===== config.mk =====
export PLATFORM = sky130hd
export DESIGN_NAME = nps_protect
export DESIGN_NICKNAME = d
export VERILOG_FILES = /design/src/nps_pkg.sv /design/src/nps_sync3.sv /design/src/nps_key_cmp.sv /design/src/nps_protect.sv
export SDC_FILE = /design/constraint.sdc
export NUM_CORES = 1
export LEC_CHECK = 0
export BUFFER_PORTS_ARGS = -buffer_cell sky130_fd_sc_hd__buf_2
export CAP_MARGIN = 10
export CORE_ASPECT_RATIO = 1.5
export CORE_MARGIN = 2
export CORE_UTILIZATION = 56
export DETAILED_ROUTE_END_ITERATION = 8
export GPL_TIMING_DRIVEN = 0
export PLACE_DENSITY = 0.86
export SLEW_MARGIN = 10
export SYNTH_ARGS = -nofsm -noshare
export SYNTH_HDL_FRONTEND = slang
export SYNTH_SLANG_ARGS = --single-unit
export TNS_END_PERCENT = 100

===== constraint.sdc =====
create_clock -name clk -period 7.7 [get_ports clk]
set_clock_uncertainty 0.05 [all_clocks]
set_input_delay 1.54 -clock clk [delete_from_list [all_inputs] [get_ports clk]]
set_output_delay 1.54 -clock clk [all_outputs]
set_load 0.01 [all_outputs]

===== src/nps_pkg.sv =====
// constants shared by the nonvolatile protection and security block
// assumes a 16-bit cpu address space and 8-bit register port
package nps_pkg;
    // register port indices
    localparam logic [1:0] REG_CFG  = 2'h0;
    localparam logic [1:0] REG_PROT = 2'h1;
    localparam logic [1:0] REG_OPT  = 2'h2;
    localparam logic [1:0] REG_STAT = 2'h3;
    // configuration register fields
    localparam int CFG_PAGE_SEL  = 0;
    localparam int CFG_KEY_ACC   = 1;
    localparam int CFG_DBG_REQ   = 2;
    localparam logic [7:0] CFG_RESET = 8'h00;
    // working protection register: eeprom field [7:6], flash field [5:0]
    localparam int PROT_EPS_LSB = 6;
    localparam int PROT_FPS_MSB = 5;
    localparam int FPS_UNIT_SHIFT = 9;
    localparam int EPS_UNIT_SHIFT = 5;
    // option byte fields
    localparam int OPT_BACKDOOR_KEY_ENABLE  = 7;
    localparam int OPT_NORED  = 6;
    localparam int OPT_SECMOD = 5;
    localparam logic [1:0] SEC_OPEN = 2'h2;
    localparam logic [7:0] PROT_RESET = 8'h00;
    localparam logic [7:0] OPT_RESET  = 8'hff;
    // status register fields
    localparam int STAT_SECURE = 0;
    localparam int STAT_BDM    = 1;
    localparam int STAT_UNLOCK = 2;
    // addresses
    localparam logic [15:0] NV_PROT_ADDR   = 16'hffbd;
    localparam logic [15:0] NV_OPT_ADDR    = 16'hffbf;
    localparam logic [15:0] KEY_ADDR       = 16'hffb0;
    localparam logic [15:0] VEC_LO         = 16'hffc0;
    localparam logic [15:0] VEC_HI         = 16'hfffd;
    localparam logic [15:0] VEC_BLOCK_LO   = 16'hfd00;
    localparam logic [15:0] DIRECT_PAGE_HI = 16'h007f;
    localparam logic [15:0] HIGH_PAGE_LO   = 16'h1800;
    localparam logic [15:0] HIGH_PAGE_HI   = 16'h18ff;
    localparam logic [15:0] EE_WIN_LO      = 16'h1400;
    localparam logic [15:0] EE_WIN_HI      = 16'h17ff;
    localparam logic [15:0] VEC_AREA       = 16'h0040;
    localparam int KEY_BYTES = 8;
    // cycles after reset release before the background pin is caught
    // three synchroniser stages plus agreement, so the strap settles on edge four
    localparam logic [2:0] STRAP_WAIT = 3'h5;
endpackage


===== src/nps_sync3.sv =====
// three-stage input synchroniser with agreement filter
// assumes the input may change at any time relative to clk
`timescale 1ns/100ps
`default_nettype none
module nps_sync3 #(
    parameter logic RESET_VAL = 1'b1
) (
    input  wire logic clk,
    input  wire logic arst_n,
    input  wire logic pinIn,
    output var  logic pinOut
);
    logic s1_r;
    logic s2_r;
    logic s3_r;
    always_ff @(posedge clk or negedge arst_n) begin
        if (!arst_n) begin
            s1_r   <= RESET_VAL;
            s2_r   <= RESET_VAL;
            s3_r   <= RESET_VAL;
            pinOut <= RESET_VAL;
        end else begin
            s1_r <= pinIn;
            s2_r <= s1_r;
            s3_r <= s2_r;
            if (s2_r == s3_r) begin
                pinOut <= s3_r;
            end
        end
    end
endmodule // nps_sync3
`default_nettype wire


===== src/nps_key_cmp.sv =====
// backdoor key capture and comparison
// assumes key writes arrive already qualified by the caller
`timescale 1ns/100ps
`default_nettype none
module nps_key_cmp
    import nps_pkg::*;
(
    input  wire logic        clk,
    input  wire logic        arst_n,
    input  wire logic        keyAccess,
    input  wire logic        keyWr,
    input  wire logic [2:0]  keyIdx,
    input  wire logic [7:0]  keyByte,
    input  wire logic [63:0] nvKey,
    output var  logic        keyMatch
);
    logic [7:0] keyMem_r [KEY_BYTES];
    logic [3:0] count_r;
    logic       ordered_r;
    logic       keyAccDly_r;
    logic       allEqual;
    always_comb begin
        allEqual = 1'b1;
        for (int i = 0; i < KEY_BYTES; i++) begin
            if (keyMem_r[i] != nvKey[8*i +: 8]) begin
                allEqual = 1'b0;
            end
        end
    end
    always_ff @(posedge clk or negedge arst_n) begin
        if (!arst_n) begin
            count_r     <= 4'h0;
            ordered_r   <= 1'b1;
            keyAccDly_r <= 1'b0;
            keyMatch    <= 1'b0;
            for (int i = 0; i < KEY_BYTES; i++) begin
                keyMem_r[i] <= 8'h00;
            end
        end else begin
            keyAccDly_r <= keyAccess;
            keyMatch    <= 1'b0;
            if (keyAccess && !keyAccDly_r) begin
                count_r   <= 4'h0;
                ordered_r <= 1'b1;
            end else if (keyWr) begin
                keyMem_r[keyIdx] <= keyByte;
                // out-of-order entry spoils the attempt
                if ({1'b0, keyIdx} != count_r[3:0] || count_r[3]) begin
                    ordered_r <= 1'b0;
                end
                if (!count_r[3]) begin
                    count_r <= count_r + 4'h1;
                end
            end
            if (!keyAccess && keyAccDly_r) begin
                keyMatch <= ordered_r && count_r[3] && allEqual;
            end
        end
    end
endmodule // nps_key_cmp
`default_nettype wire


===== src/nps_protect.sv =====
// nonvolatile memory protection, vector redirection, security and eeprom paging
// assumes the flash array presents its nonvolatile bytes and key at reset release,
// and that memory answers a read in the same cycle memReq is high
//
// The implementer's own choice: the plain strobed port.
`timescale 1ns/100ps
`default_nettype none
// Notes on behaviour
// - load protection register from nonvolatile byte
// - refuse program or erase in protected region
// - ignore protection writes shrinking protected region
// - protection register writable only by debug
// - redirect only when no-redirect bit zero
// - redirect only when some flash protected
// - redirect interrupt vectors, never reset vector
// - secure: unsecured or debug access blocked
// - register pages, debug, secure code stay open
// - copy nonvolatile option byte at reset
// - only security code 1:0 disengages security
// - no debug enable when secure; strap background
// - key enable zero forbids key unlock
// - key access captures key writes
// - matching key sets security field open
// - key writes only from secure code
// - erased blank check disengages security
// - protecting top block protects key, options
// - page select shows one eeprom half
// - 4-byte mode splits sector; erase both
// - 8-byte mode whole sector per page
module nps_protect
    import nps_pkg::*;
#(
    parameter int EE_ADDR_W = 10
) (
    input  wire logic                 clk,
    input  wire logic                 arst_n,
    input  wire logic [7:0]           nvProtByte,
    input  wire logic [7:0]           nvOptByte,
    input  wire logic [63:0]          nvKey,
    input  wire logic                 backgroundPin,
    input  wire logic [1:0]           regAddr,
    input  wire logic [7:0]           regWdata,
    input  wire logic                 regWr,
    input  wire logic                 regRd,
    input  wire logic                 regFromDebug,
    output var  logic [7:0]           regRdata,
    input  wire logic                 cpuReq,
    input  wire logic                 cpuWr,
    input  wire logic [15:0]          cpuAddr,
    input  wire logic [7:0]           cpuWdata,
    input  wire logic                 cpuFromSecure,
    input  wire logic                 cpuFromDebug,
    output var  logic [7:0]           cpuRdata,
    output var  logic                 cpuRvalid,
    output var  logic                 memReq,
    output var  logic                 memWr,
    output var  logic [15:0]          memAddr,
    output var  logic [7:0]           memWdata,
    output var  logic [EE_ADDR_W:0]   eePhysAddr,
    input  wire logic [7:0]           memRdata,
    input  wire logic                 peReq,
    input  wire logic [15:0]          peAddr,
    input  wire logic                 peErase,
    output var  logic                 peGrant,
    output var  logic                 peRefused,
    output var  logic                 peEraseBothPages,
    input  wire logic                 blankDone,
    input  wire logic                 blankErased,
    input  wire logic                 vecReq,
    input  wire logic [15:0]          vecAddr,
    output var  logic                 vecAck,
    output var  logic [15:0]          vecPhysAddr,
    input  wire logic                 dbgEnableReq,
    output var  logic                 dbgEnable,
    output var  logic                 bdmActive,
    output var  logic                 secure
);
    logic [7:0]  cfg_r;
    logic [7:0]  prot_r;
    logic [7:0]  opt_r;
    logic [5:0]  nvFps_r;
    logic        loaded_r;
    logic [2:0]  strapCnt_r;
    logic        unlocked_r;
    logic        rdPend_r;
    logic        rdBlocked_r;
    logic        bkgdSync;
    logic        keyMatch;

    // field views
    wire logic [1:0]  epsCur     = prot_r[7:PROT_EPS_LSB];
    wire logic [5:0]  fpsCur     = prot_r[PROT_FPS_MSB:0];
    wire logic [1:0]  epsNew     = regWdata[7:PROT_EPS_LSB];
    wire logic [5:0]  fpsNew     = regWdata[PROT_FPS_MSB:0];
    wire logic        keyEnable  = opt_r[OPT_BACKDOOR_KEY_ENABLE];
    wire logic        noRedirect = opt_r[OPT_NORED];
    wire logic        sectorMode = opt_r[OPT_SECMOD];
    wire logic        pageSel    = cfg_r[CFG_PAGE_SEL];
    wire logic        keyAccess  = cfg_r[CFG_KEY_ACC];

    // security state
    wire logic secureNow = (opt_r[1:0] != SEC_OPEN);

    // protected region start: 512-byte units counted down from the top
    wire logic [16:0] flashSpan  = {5'h00, fpsCur, 6'h00} << (FPS_UNIT_SHIFT - 6);
    wire logic [15:0] flashStart = 16'(17'h10000 - flashSpan);
    wire logic [16:0] nvSpan     = {5'h00, nvFps_r, 6'h00} << (FPS_UNIT_SHIFT - 6);
    wire logic [15:0] nvStart    = 16'(17'h10000 - nvSpan);
    wire logic [EE_ADDR_W:0] eeSpan = (EE_ADDR_W+1)'(({1'b0, epsCur} == 3'h0) ? 0
                                    : (32'h1 << (EPS_UNIT_SHIFT + {30'h0, epsCur})));

    // address classes
    wire logic inDirect   = (cpuAddr <= DIRECT_PAGE_HI);
    wire logic inHighPage = (cpuAddr >= HIGH_PAGE_LO) && (cpuAddr <= HIGH_PAGE_HI);
    wire logic cpuSecRes  = !inDirect && !inHighPage;
    wire logic cpuIsKey   = (cpuAddr[15:3] == KEY_ADDR[15:3]);
    wire logic cpuInEe    = (cpuAddr >= EE_WIN_LO) && (cpuAddr <= EE_WIN_HI);
    wire logic peInEe     = (peAddr >= EE_WIN_LO) && (peAddr <= EE_WIN_HI);

    // access gating
    wire logic cpuTrusted = cpuFromSecure && !cpuFromDebug;
    wire logic cpuBlocked = secureNow && cpuSecRes && !cpuTrusted;
    wire logic cpuOpen    = !cpuBlocked;
    wire logic keyWrite   = cpuReq && cpuWr && cpuIsKey && keyAccess
                          && keyEnable && cpuTrusted;
    wire logic keyAbsorb  = cpuReq && cpuWr && cpuIsKey && keyAccess;
    wire logic cpuPass    = cpuReq && cpuOpen && !keyAbsorb;

    // eeprom page mapping of the visible half
    wire logic [EE_ADDR_W-1:0] cpuEeOff = cpuAddr[EE_ADDR_W-1:0];
    wire logic [EE_ADDR_W-1:0] peEeOff  = peAddr[EE_ADDR_W-1:0];
    wire logic [EE_ADDR_W:0] cpuEePhys = sectorMode
        ? {pageSel, cpuEeOff}
        : {cpuEeOff[EE_ADDR_W-1:2], pageSel, cpuEeOff[1:0]};
    wire logic [EE_ADDR_W:0] peEePhys = sectorMode
        ? {pageSel, peEeOff}
        : {peEeOff[EE_ADDR_W-1:2], pageSel, peEeOff[1:0]};

    // program and erase protection
    wire logic [EE_ADDR_W:0] eeTopOff = (EE_ADDR_W+1)'({1'b0, {EE_ADDR_W{1'b1}}});
    wire logic peEeProt  = (eeSpan != '0) && ({1'b0, peEeOff} > (eeTopOff - eeSpan));
    wire logic peFlProt  = (fpsCur != 6'h00) && ((peAddr >= flashStart)
                         || (peAddr >= VEC_BLOCK_LO));
    wire logic peBlocked = peInEe ? peEeProt : peFlProt;

    // working protection writes
    wire logic protWrite  = regWr && (regAddr == REG_PROT) && regFromDebug;
    wire logic protShrink = (fpsNew < fpsCur) || (epsNew < epsCur);
    wire logic cfgWrite   = regWr && (regAddr == REG_CFG);

    // vector redirection
    wire logic redirOn   = !noRedirect && (nvFps_r != 6'h00);
    wire logic vecInIrq  = (vecAddr >= VEC_LO) && (vecAddr <= VEC_HI);
    wire logic [15:0] vecRedir = (nvStart - VEC_AREA) | {10'h000, vecAddr[5:0]};
    wire logic [15:0] vecNext  = (redirOn && vecInIrq) ? vecRedir : vecAddr;

    // register read mux
    wire logic [7:0] statView = {5'h00, unlocked_r, bdmActive, secure};
    wire logic [7:0] rdMux = (regAddr == REG_CFG)  ? cfg_r
                           : (regAddr == REG_PROT) ? prot_r
                           : (regAddr == REG_OPT)  ? opt_r
                           : statView;

    nps_sync3 #(
        .RESET_VAL (1'b1)
    ) u_background_pin_sync (
        .clk    (clk),
        .arst_n (arst_n),
        .pinIn  (backgroundPin),
        .pinOut (bkgdSync)
    );

    nps_key_cmp u_key (
        .clk       (clk),
        .arst_n    (arst_n),
        .keyAccess (keyAccess),
        .keyWr     (keyWrite),
        .keyIdx    (cpuAddr[2:0]),
        .keyByte   (cpuWdata),
        .nvKey     (nvKey),
        .keyMatch  (keyMatch)
    );

    // nonvolatile loading and protection register
    always_ff @(posedge clk or negedge arst_n) begin
        if (!arst_n) begin
            loaded_r <= 1'b0;
            prot_r   <= PROT_RESET;
            nvFps_r  <= 6'h00;
        end else if (!loaded_r) begin
            loaded_r <= 1'b1;
            prot_r   <= nvProtByte;
            nvFps_r  <= nvProtByte[PROT_FPS_MSB:0];
        end else if (protWrite && !protShrink) begin
            prot_r <= regWdata;
        end
    end

    // option register and unlocking; unlock sticks until reset
    always_ff @(posedge clk or negedge arst_n) begin
        if (!arst_n) begin
            opt_r      <= OPT_RESET;
            unlocked_r <= 1'b0;
        end else if (!loaded_r) begin
            opt_r <= nvOptByte;
        end else if ((keyMatch && keyEnable) || (blankDone && blankErased)) begin
            opt_r[1:0] <= SEC_OPEN;
            unlocked_r <= 1'b1;
        end
    end

    always_ff @(posedge clk or negedge arst_n) begin
        if (!arst_n) begin
            cfg_r <= CFG_RESET;
        end else if (cfgWrite) begin
            cfg_r <= {5'h00, regWdata[CFG_DBG_REQ:0]};
        end
    end

    // background strap caught once the synchroniser has filled
    always_ff @(posedge clk or negedge arst_n) begin
        if (!arst_n) begin
            strapCnt_r <= 3'h0;
            bdmActive  <= 1'b0;
        end else if (strapCnt_r != STRAP_WAIT) begin
            strapCnt_r <= strapCnt_r + 3'h1;
            if (strapCnt_r == STRAP_WAIT - 3'h1) begin
                bdmActive <= !bkgdSync;
            end
        end
    end

    always_ff @(posedge clk or negedge arst_n) begin
        if (!arst_n) begin
            secure    <= 1'b1;
            dbgEnable <= 1'b0;
            regRdata  <= 8'h00;
        end else begin
            secure    <= secureNow;
            dbgEnable <= dbgEnableReq && cfg_r[CFG_DBG_REQ] && !secureNow;
            regRdata  <= regRd ? rdMux : 8'h00;
        end
    end

    // memory request path; blocked writes never reach memory
    always_ff @(posedge clk or negedge arst_n) begin
        if (!arst_n) begin
            memReq     <= 1'b0;
            memWr      <= 1'b0;
            memAddr    <= 16'h0000;
            memWdata   <= 8'h00;
            eePhysAddr <= '0;
        end else begin
            memReq     <= cpuPass;
            memWr      <= cpuPass && cpuWr;
            memAddr    <= cpuAddr;
            memWdata   <= cpuWdata;
            eePhysAddr <= cpuInEe ? cpuEePhys : '0;
        end
    end

    // read answer: memory data two cycles after the request, zero when blocked
    always_ff @(posedge clk or negedge arst_n) begin
        if (!arst_n) begin
            rdPend_r    <= 1'b0;
            rdBlocked_r <= 1'b0;
            cpuRvalid   <= 1'b0;
            cpuRdata    <= 8'h00;
        end else begin
            rdPend_r    <= cpuReq && !cpuWr;
            rdBlocked_r <= cpuBlocked;
            cpuRvalid   <= rdPend_r;
            cpuRdata    <= (rdPend_r && !rdBlocked_r) ? memRdata : 8'h00;
        end
    end

    // program and erase gate
    always_ff @(posedge clk or negedge arst_n) begin
        if (!arst_n) begin
            peGrant          <= 1'b0;
            peRefused        <= 1'b0;
            peEraseBothPages <= 1'b0;
        end else begin
            peGrant          <= peReq && !peBlocked;
            peRefused        <= peReq && peBlocked;
            peEraseBothPages <= peReq && !peBlocked && peErase && peInEe
                              && !sectorMode && (peEePhys[2] == pageSel);
        end
    end

    // vector fetch translation
    always_ff @(posedge clk or negedge arst_n) begin
        if (!arst_n) begin
            vecAck      <= 1'b0;
            vecPhysAddr <= 16'h0000;
        end else begin
            vecAck      <= vecReq;
            vecPhysAddr <= vecNext;
        end
    end
endmodule // nps_protect
`default_nettype wire


==> results.yml, run 1 <==
pwr:
  peakVddDrop_mv: 0.141
  p_leak_nw: 5.21
  p_per_area_nw_per_um2: 210
setup_path:
  end_kind: "flop"
  crit_chain: "buf_2, nand4bb_1, or4_1, buf_2, nor4_1, nand3_2, mux2_2"
  critPathTopFamily: "simple AND/OR/NAND/NOR gates"
  start_kind: "input pin"
  crit_slowest_cell: "nor4_1"
  cp_common_cell: "buf_2"
  required_ns: 7.94
  worst-setup-path-type: "in2reg"
  cp_slowest_stage_delay_ns: 0.84
  critPathBufInv: 2
  cp_max_fo: 8
  critPathArrivalTime_ns: 4.25
floorplanning:
  die-width_um: 103
  floorplan.initialDensity_pct: 57.1
  row_count: 54
  core-area_um2: 14500
  io_pins: 247
  dieArea_um2: 15800
  fp.dieH_um: 153
timing:
  layout_setup_ws_ns: 3.69
  setup_violations: 0
  tns_ns: 0
  max_clock_freq_mhz: 250
  tightest_slew_ns: 0.992
  period_share_pct: 52.0
  slew_viol_final: 0
  rsz0062_at_grt: "no"
  relSlewSlack_pct: 33.3
  fin_crit_ns: 4.01
  hold_violations: 0
placement:
  port_buffers: 246
  dpl.cell_count: 1100
  pre_cts_ws_ns: 3.34
  dp_hpwl_um: 15500
  place_congestion: 0.924
  place_area_um2: 9790
detailed_routing:
  dr.pass1.iters: 4
  wl_per_cell_um: 18.3
  antenna_left: 0
  viasPerCell: 5.46
  drt_iter0_markers: 197
  routed_wl_um: 20800
  vias: 6184
  drc_errors: 0
yosys:
  synth_top_area_share_pct: 51.5
  ys_ff_latch: 184
  synth_area_per_cell_um2: 12.7
  async_flop_share_pct: 100
  ys_types: 61
  yosysWarningCount: 0
  syn-instance-count: 652
  synth_area_leader_cell: "dfrtp_1"
  synth_edf_count: 0
  synthTopCellsByArea: "dfrtp_1 (51%), mux2_2 (10%), dfstp_2 (4.5%), ha_1 (4.1%), xnor2_1 (4.0%)"
  ys.flop_type: "dfrtp_1"
  yosysSeqAreaShare_pct: 56.0
  syn_area_um2: 8260
global_route:
  antenna_found_initial: 0
  grt_pass1_vias: 6576
  grt_pass1_wl_um: 32200
  grtUsageTotal_pct: 26.9
  overflow: 0
  grt_max_degree: 109
cts:
  postCtsSetupBuffers: 0
  clkLatencyLatePin_ns: 0.42
  clk_pin_slew_ns: 0.07
  root_buffer: "clkbuf_16"
  cts_tree: "done"
  numCtsBuffers: 17
  htree_levels: 4
  cts_sinks: 184
  cts_buffer_depth: 2
  postCtsHoldBufs: 0
  cts_resized: 0
outcome:
  status: "finished, final reports clean"
final_layout:
  final_area_um2: 10400
  diodes: 0
  final_cells: 1132
  final_cell_mix: "buf_2 (248), dfrtp_1 (170), mux2_2 (73), xnor2_1 (38)"
  nNetsFinal: 1120
  drive_above_1_share_pct: 41.7
  mostFrequentLayoutCell: "buf_2"
  final_util_pct: 71.8
  area_growth_pct: 25.6
worst_hold_path:
  hold_class: "reg2reg"
run:
  cap_violations: 0
## sequential cells by signal, indices dropped and copies added (netlist names), 3 cells and up
register        cells
cfg_r               3
cpuRdata            8
eePhysAddr         11
memAddr            16
memWdata            8
nvFps_r             6
opt_r               8
prot_r              8
regRdata            8
strapCnt_r          3
u_key.count_r       4
u_key.keyMem_r     64
vecPhysAddr        16
## routing by layer
layer	up-vias	track usage [%]	share of wire, %
met5	-	0	0
met4	0	12.0	3.4
met3	54	5.37	5.5
met2	261	48.9	55
met1	3002	29.1	36
li1	2867	-	-
## cell type report
class                           count  area, um2
Inverter                           16       60.1
Clock buffer                       18        429
Buffer                             18       71.3
Fill cell                        1053       4080
Multi-Input combinational cell    439       3530
Clock inverter                     14        154
Tap cell                          196        245
Sequential cell                   184       4620
Timing Repair Buffer              247       1270
## cell usage after synthesis, drive strengths merged (2+ instances only)
library cell	count
nor4	13
nor4b	8
o31ai	9
o31a	2
conb	2
mux2	73
mux4	3
nor3b	4
dfstp	14
and3	4
o21a	3
o221a	8
buf	6
nand3	9
a31oi	4
a21oi	17
ha	27
nand2	36
or4	4
a22oi	5
dfrtp	170
nor3	11
o21ai	10
xor2	35
xnor2	38
inv	15
nor2	25
and2	14
nor2b	14
clkbuf	12
a21o	5
mux2i	10
nand4	20
nand2b	2
## metrics by stage
step | hold WS [ns] | total power, mW
2_1_floorplan | 0.295 | 1.20
3_3_place_gp | 0.296 | 1.33
3_5_place_dp | 0.298 | 1.34
4_1_cts | 0.314 | 2.19
5_1_grt | 0.322 | 2.27
6_report | 0.315 | 2.18
## worst paths after layout
check | from | to | slack (ns) | cells past startpoint
worst min-delay path | u_background_pin_sync.s1_r | u_background_pin_sync.s2_r | 0.32 | 0
worst max-delay path | cpuAddr[6] | u_key.keyMem_r[0] | 3.69 | 7
max in group asynchronous | arst_n | opt_r[5] | 5.65 | 2
worst min register to register | u_background_pin_sync.s1_r | u_background_pin_sync.s2_r | 0.32 | 0
min in group asynchronous | arst_n | vecAck | 1.03 | 1
worst max register to register | cfg_r[1] | u_key.keyMem_r[0] | 4.50 | 6
## logic make-up after synthesis
| kind of cell | count (synthesis) | share of synthesized area (%) |
|---|---|---|
| buf+inv | 34 | 1.59 |
| compound gates | 73 | 6.26 |
| simple gates | 172 | 12.1 |
| fa+ha+maj | 28 | 4.21 |
| xor+xnor | 73 | 7.74 |
| other cells | 2 | 0.0909 |
| flops | 184 | 56.0 |
| mux | 86 | 12.0 |
## where the power goes
group	internal, mW	switching (mW)	total [mW]
registers	1.01	0.0280	1.04
clock network	0.435	0.413	0.848
logic	0.130	0.159	0.290
total	1.58	0.600	2.18
Power figures use the tool's default switching activity.
==> inputs of run 2 (changes only) <==
- CORE_UTILIZATION: 56 -> 52
- PLACE_DENSITY: 0.86 -> 0.8
- clock period: 7.7 -> 4.2 ns (I/O delays scaled with it)
==> results.yml, run 2 (synthesis gave the netlist of run 1 again) <==
timing:
  period_share_pct: 80.7
  relSlewSlack_pct: 25.8
  hold_violations: 0
  tightest_slew_ns: 1.10
  max_clock_freq_mhz: 295
  slew_viol_final: 0
  fin_crit_ns: 3.39
  rsz0062_at_grt: "no"
  tns_ns: 0
  setup_violations: 0
final_layout:
  mostFrequentLayoutCell: "buf_2"
  final_cell_mix: "buf_2 (248), dfrtp_1 (170), mux2_2 (73), xnor2_1 (38)"
  largest_reg_flops: 64
  nNetsFinal: 1120
  top_register: "u_key.keyMem_r"
  multi_input_area_um2: 3530
  drive_above_1_share_pct: 41.8
  diodes: 0
  top_regs: "u_key.keyMem_r x64, memAddr x16, vecPhysAddr x16"
  area_growth_pct: 26.3
  regArea_um2: 4620
  final_cells: 1139
  fillCellCount: 1231
floorplanning:
  floorplan.initialDensity_pct: 52.9
  fp.dieH_um: 158
  io_pins: 247
  die-width_um: 107
  core-area_um2: 15600
  dieArea_um2: 16900
  row_count: 56
placement:
  port_buffers: 246
  dpl.cell_count: 1107
  dp_hpwl_um: 15500
  place_congestion: 0.886
setup_path:
  required_ns: 4.45
  worst-setup-path-type: "in2reg"
  startpoint: "cpuAddr[6]"
  critPathArrivalTime_ns: 3.63
  r2r-end: "u_key.keyMem_r[21]"
  worst_r2r_path_depth: 6
  reg2reg_slack_ns: 0.89
  cp_max_fo: 8
  r2r-start: "cfg_r[1]"
  end_kind: "flop"
  endpoint: "u_key.keyMem_r[21]"
  start_kind: "input pin"
detailed_routing:
  viasPerCell: 5.32
  routed_wl_um: 20400
  drc_errors: 0
  vias: 6065
  wl_per_cell_um: 17.9
  drt_iter0_markers: 236
  dr.pass1.iters: 6
  antenna_left: 0
cts:
  postCtsSetupBuffers: 0
  cts_resized: 0
  clk_pin_slew_ns: 0.08
  cts_sinks: 184
  clkLatencyLatePin_ns: 0.42
  numCtsBuffers: 17
  htree_levels: 4
  cts_buffer_depth: 2
  root_buffer: "clkbuf_16"
  cts_tree: "done"
  postCtsHoldBufs: 0
global_route:
  overflow: 0
  grtUsageTotal_pct: 24.5
  grt_pass1_wl_um: 31700
  grt_max_degree: 114
  antenna_found_initial: 0
  grt_pass1_vias: 6327
run:
  cap_violations: 0
pwr:
  power_mw: 4.09
  p_leak_nw: 5.23
  peakVddDrop_mv: 0.257
  p_per_area_nw_per_um2: 392
worst_hold_path:
  hold_class: "in2async"
outcome:
  status: "finished, final reports clean"
==> run 2: how the worst min path moves through the flow <==
stage / start / to / slack (ns) / depth (start not counted)
6_report: arst_n / cpuRdata[7] / 0.30 / 1
5_1_grt: u_background_pin_sync.s1_r / u_background_pin_sync.s2_r / 0.31 / 0
4_1_cts: u_background_pin_sync.s1_r / u_background_pin_sync.s2_r / 0.31 / 0
3_5_place_dp: u_background_pin_sync.s1_r / u_background_pin_sync.s2_r / 0.30 / 0
3_3_place_gp: u_background_pin_sync.s1_r / u_background_pin_sync.s2_r / 0.30 / 0
2_1_floorplan: u_background_pin_sync.s1_r / u_background_pin_sync.s2_r / 0.30 / 0
==> run 2: power breakdown <==
group	internal (mW)	leakage [nW]	switching, mW
sequential	1.85	2.36	0.0516
clock	0.885	0.307	0.778
combinational	0.237	2.56	0.287
total	2.97	5.23	1.12
==> run 2: layout make-up <==
type / count / area share, %
sequential: 184 / 44.3
clock inverter: 14 / 1.86
inverter: 16 / 0.576
tap: 203 / 2.43
clock buffer: 18 / 4.21
timing repair buffer: 247 / 12.2
multi-input combinational: 439 / 33.8
buffer: 18 / 0.683
==> run 2: worst max-delay path, stage by stage <==
cell and delay [ns]:
buf_2 0.12, nand4bb_1 0.18, or4_1 0.50, buf_2 0.17, nor4_1 0.92, nand3_2 0.47, mux2_2 0.42
==> run 2: routing by layer <==
metal | GRT usage (%) | routed length (um) | vias to the layer above
met3 | 5.16 | 1160 | 35
met1 | 26.2 | 7590 | 2936
met4 | 9.52 | 540 | 0
li1 | - | - | 2872
met5 | 0 | 0 | -
met2 | 46.7 | 11100 | 222
==> run 2: stage by stage <==
stage | setup WS [ns] | hold slack (ns) | utilization [%] | cell area [um2]
final | 0.810 | 0.304 | 66.8 | 10400
after global routing | 0.709 | 0.313 | 66.8 | 10400
after CTS | 0.850 | 0.312 | 66.8 | 10400
after detailed placement | 0.514 | 0.301 | 62.7 | 9800
after global placement | -0.628 | 0.296 | 62.5 | 9760
after floorplan | 1.04 | 0.295 | - | 8280
==> inputs of run 3 (changes only) <==
- clock period: 4.2 -> 3.15 ns (I/O delays scaled with it)
==> results.yml, run 3 (synthesis gave the netlist of run 1 again) <==
outcome:
  status: "finished, final reports clean"
detailed_routing:
  wl_per_cell_um: 17.9
  antenna_left: 0
  drt_iter0_markers: 238
  dr.pass1.iters: 4
  routed_wl_um: 20400
  drc_errors: 0
  vias: 6087
  viasPerCell: 5.33
pwr:
  pwr-share-comb_pct: 12.8
  p_per_area_nw_per_um2: 519
  peakVddDrop_mv: 0.341
  clkPwrFrac_pct: 40.6
  p_leak_nw: 5.25
  power_frac_seq_pct: 46.6
  power.switching_mw: 1.48
  power_mw: 5.45
  swShare_pct: 27.2
  internal_power_mw: 3.97
cts:
  clk_pin_slew_ns: 0.08
  htree_levels: 4
  numCtsBuffers: 17
  clkLatencyLatePin_ns: 0.42
  cts_buffer_depth: 2
  postCtsHoldBufs: 0
  cts_sinks: 184
  cts_tree: "done"
  root_buffer: "clkbuf_16"
placement:
  dp_hpwl_um: 15500
  pre_cts_ws_ns: -0.326
  place_area_um2: 9800
  place_congestion: 0.886
  port_buffers: 246
final_layout:
  nNetsFinal: 1123
  fillCellCount: 1220
  top_register: "u_key.keyMem_r"
  final_util_pct: 67.2
  area_growth_pct: 27.2
  diodes: 0
  final_area_um2: 10500
  top_regs: "u_key.keyMem_r x64, memAddr x16, vecPhysAddr x16"
  drive_above_1_share_pct: 42.1
  final_cell_mix: "buf_2 (248), dfrtp_1 (170), mux2_2 (73), xnor2_1 (38)"
  largest_reg_flops: 64
  mostFrequentLayoutCell: "buf_2"
global_route:
  grt_pass1_wl_um: 31800
  antenna_found_initial: 0
  grt_max_degree: 114
  grtUsageTotal_pct: 24.5
  overflow: 0
  grt_pass1_vias: 6328
setup_path:
  reg2reg_slack_ns: 0.14
  worst-setup-path-type: "reg2reg"
  critPathArrivalTime_ns: 3.26
  required_ns: 3.40
  start_kind: "flop"
  cp_max_fo: 8
  end_kind: "flop"
timing:
  setup_violations: 0
  relSlewSlack_pct: 38.7
  hold_violations: 0
  layout_setup_ws_ns: 0.137
  max_clock_freq_mhz: 332
  period_share_pct: 95.7
  tightest_slew_ns: 0.905
  slew_viol_final: 0
  fin_crit_ns: 3.01
  holdWs_ns: 0.101
  rsz0062_at_grt: "no"
floorplanning:
  core-area_um2: 15600
  io_pins: 247
  die-width_um: 107
  fp.dieH_um: 158
  row_count: 56
  dieArea_um2: 16900
  floorplan.initialDensity_pct: 52.9
worst_hold_path:
  hold_class: "in2async"
run:
  cap_violations: 0
run 3: cell count changes in the layout (fill, tap and decap cells not counted):
cell	delta
nor2_4	+1
nor4_1	-1
nor4_2	+1
buf_12	+3
nor2_2	-1
run 3: worst max-delay path, cell delays in order (launching register included):
cell     delay [ns]
dfrtp_1        0.50
nand4_1        0.12
or4_1          0.52
buf_2          0.17
or4_1          0.53
buf_2          0.21
nor3b_4        0.26
buf_12         0.17
mux2_2         0.34
run 3: area by class of cell:
class | count | area, um2 | area share (%)
inverters | 16 | 60.1 | 0.572
clock inverters | 14 | 194 | 1.85
clock buffers | 18 | 439 | 4.18
well taps | 203 | 254 | 2.42
multi-input cells | 439 | 3540 | 33.7
repair buffers | 250 | 1330 | 12.6
plain buffers | 18 | 71.3 | 0.679
flip-flops and latches | 184 | 4620 | 44.0
run 3: what timing repair did:
item,CTS,global route
pin swaps,1,2
resized for setup,1,1
buffers inserted,1,2
setup endpoints to repair,33,18
cloned,0,0
endpoints found under the hold margin,0,0
run 3: power by group through the flow:
stage | combinational (mW) | clock, mW | sequential, mW
floorplan | 0.339 | 0 | 2.59
global placement | 0.678 | 0 | 2.58
detailed placement | 0.701 | 0 | 2.58
CTS | 0.706 | 2.26 | 2.54
global route | 0.783 | 2.36 | 2.55
finish | 0.699 | 2.21 | 2.54
run 3: final timing paths:
kind | end | depth (start not counted) | start
max reg2reg | u_key.keyMem_r[30] | 8 | cfg_r[1]
min reg2reg | u_background_pin_sync.s2_r | 0 | u_background_pin_sync.s1_r
max | u_key.keyMem_r[30] | 8 | cfg_r[1]
min | cpuRdata[7] | 1 | arst_n
min in group clk | u_background_pin_sync.s1_r | 1 | backgroundPin
max in group asynchronous | regRdata[5] | 2 | arst_n
run 3: per-layer routing:
| layer | share of wire (%) | track usage, % |
|---|---|---|
| met1 | 37 | 26.3 |
| met2 | 55 | 46.7 |
| met3 | 5.4 | 5.16 |
| met4 | 2.4 | 9.52 |
| met5 | 0 | 0 |
run 3: per-stage QoR:
step | cells | TNS (ns)
global route | 1142 | 0
floorplan | 657 | 0
finish | 1142 | 0
detailed placement | 1107 | -15.24
global placement | 1106 | -263.02
CTS | 1140 | 0
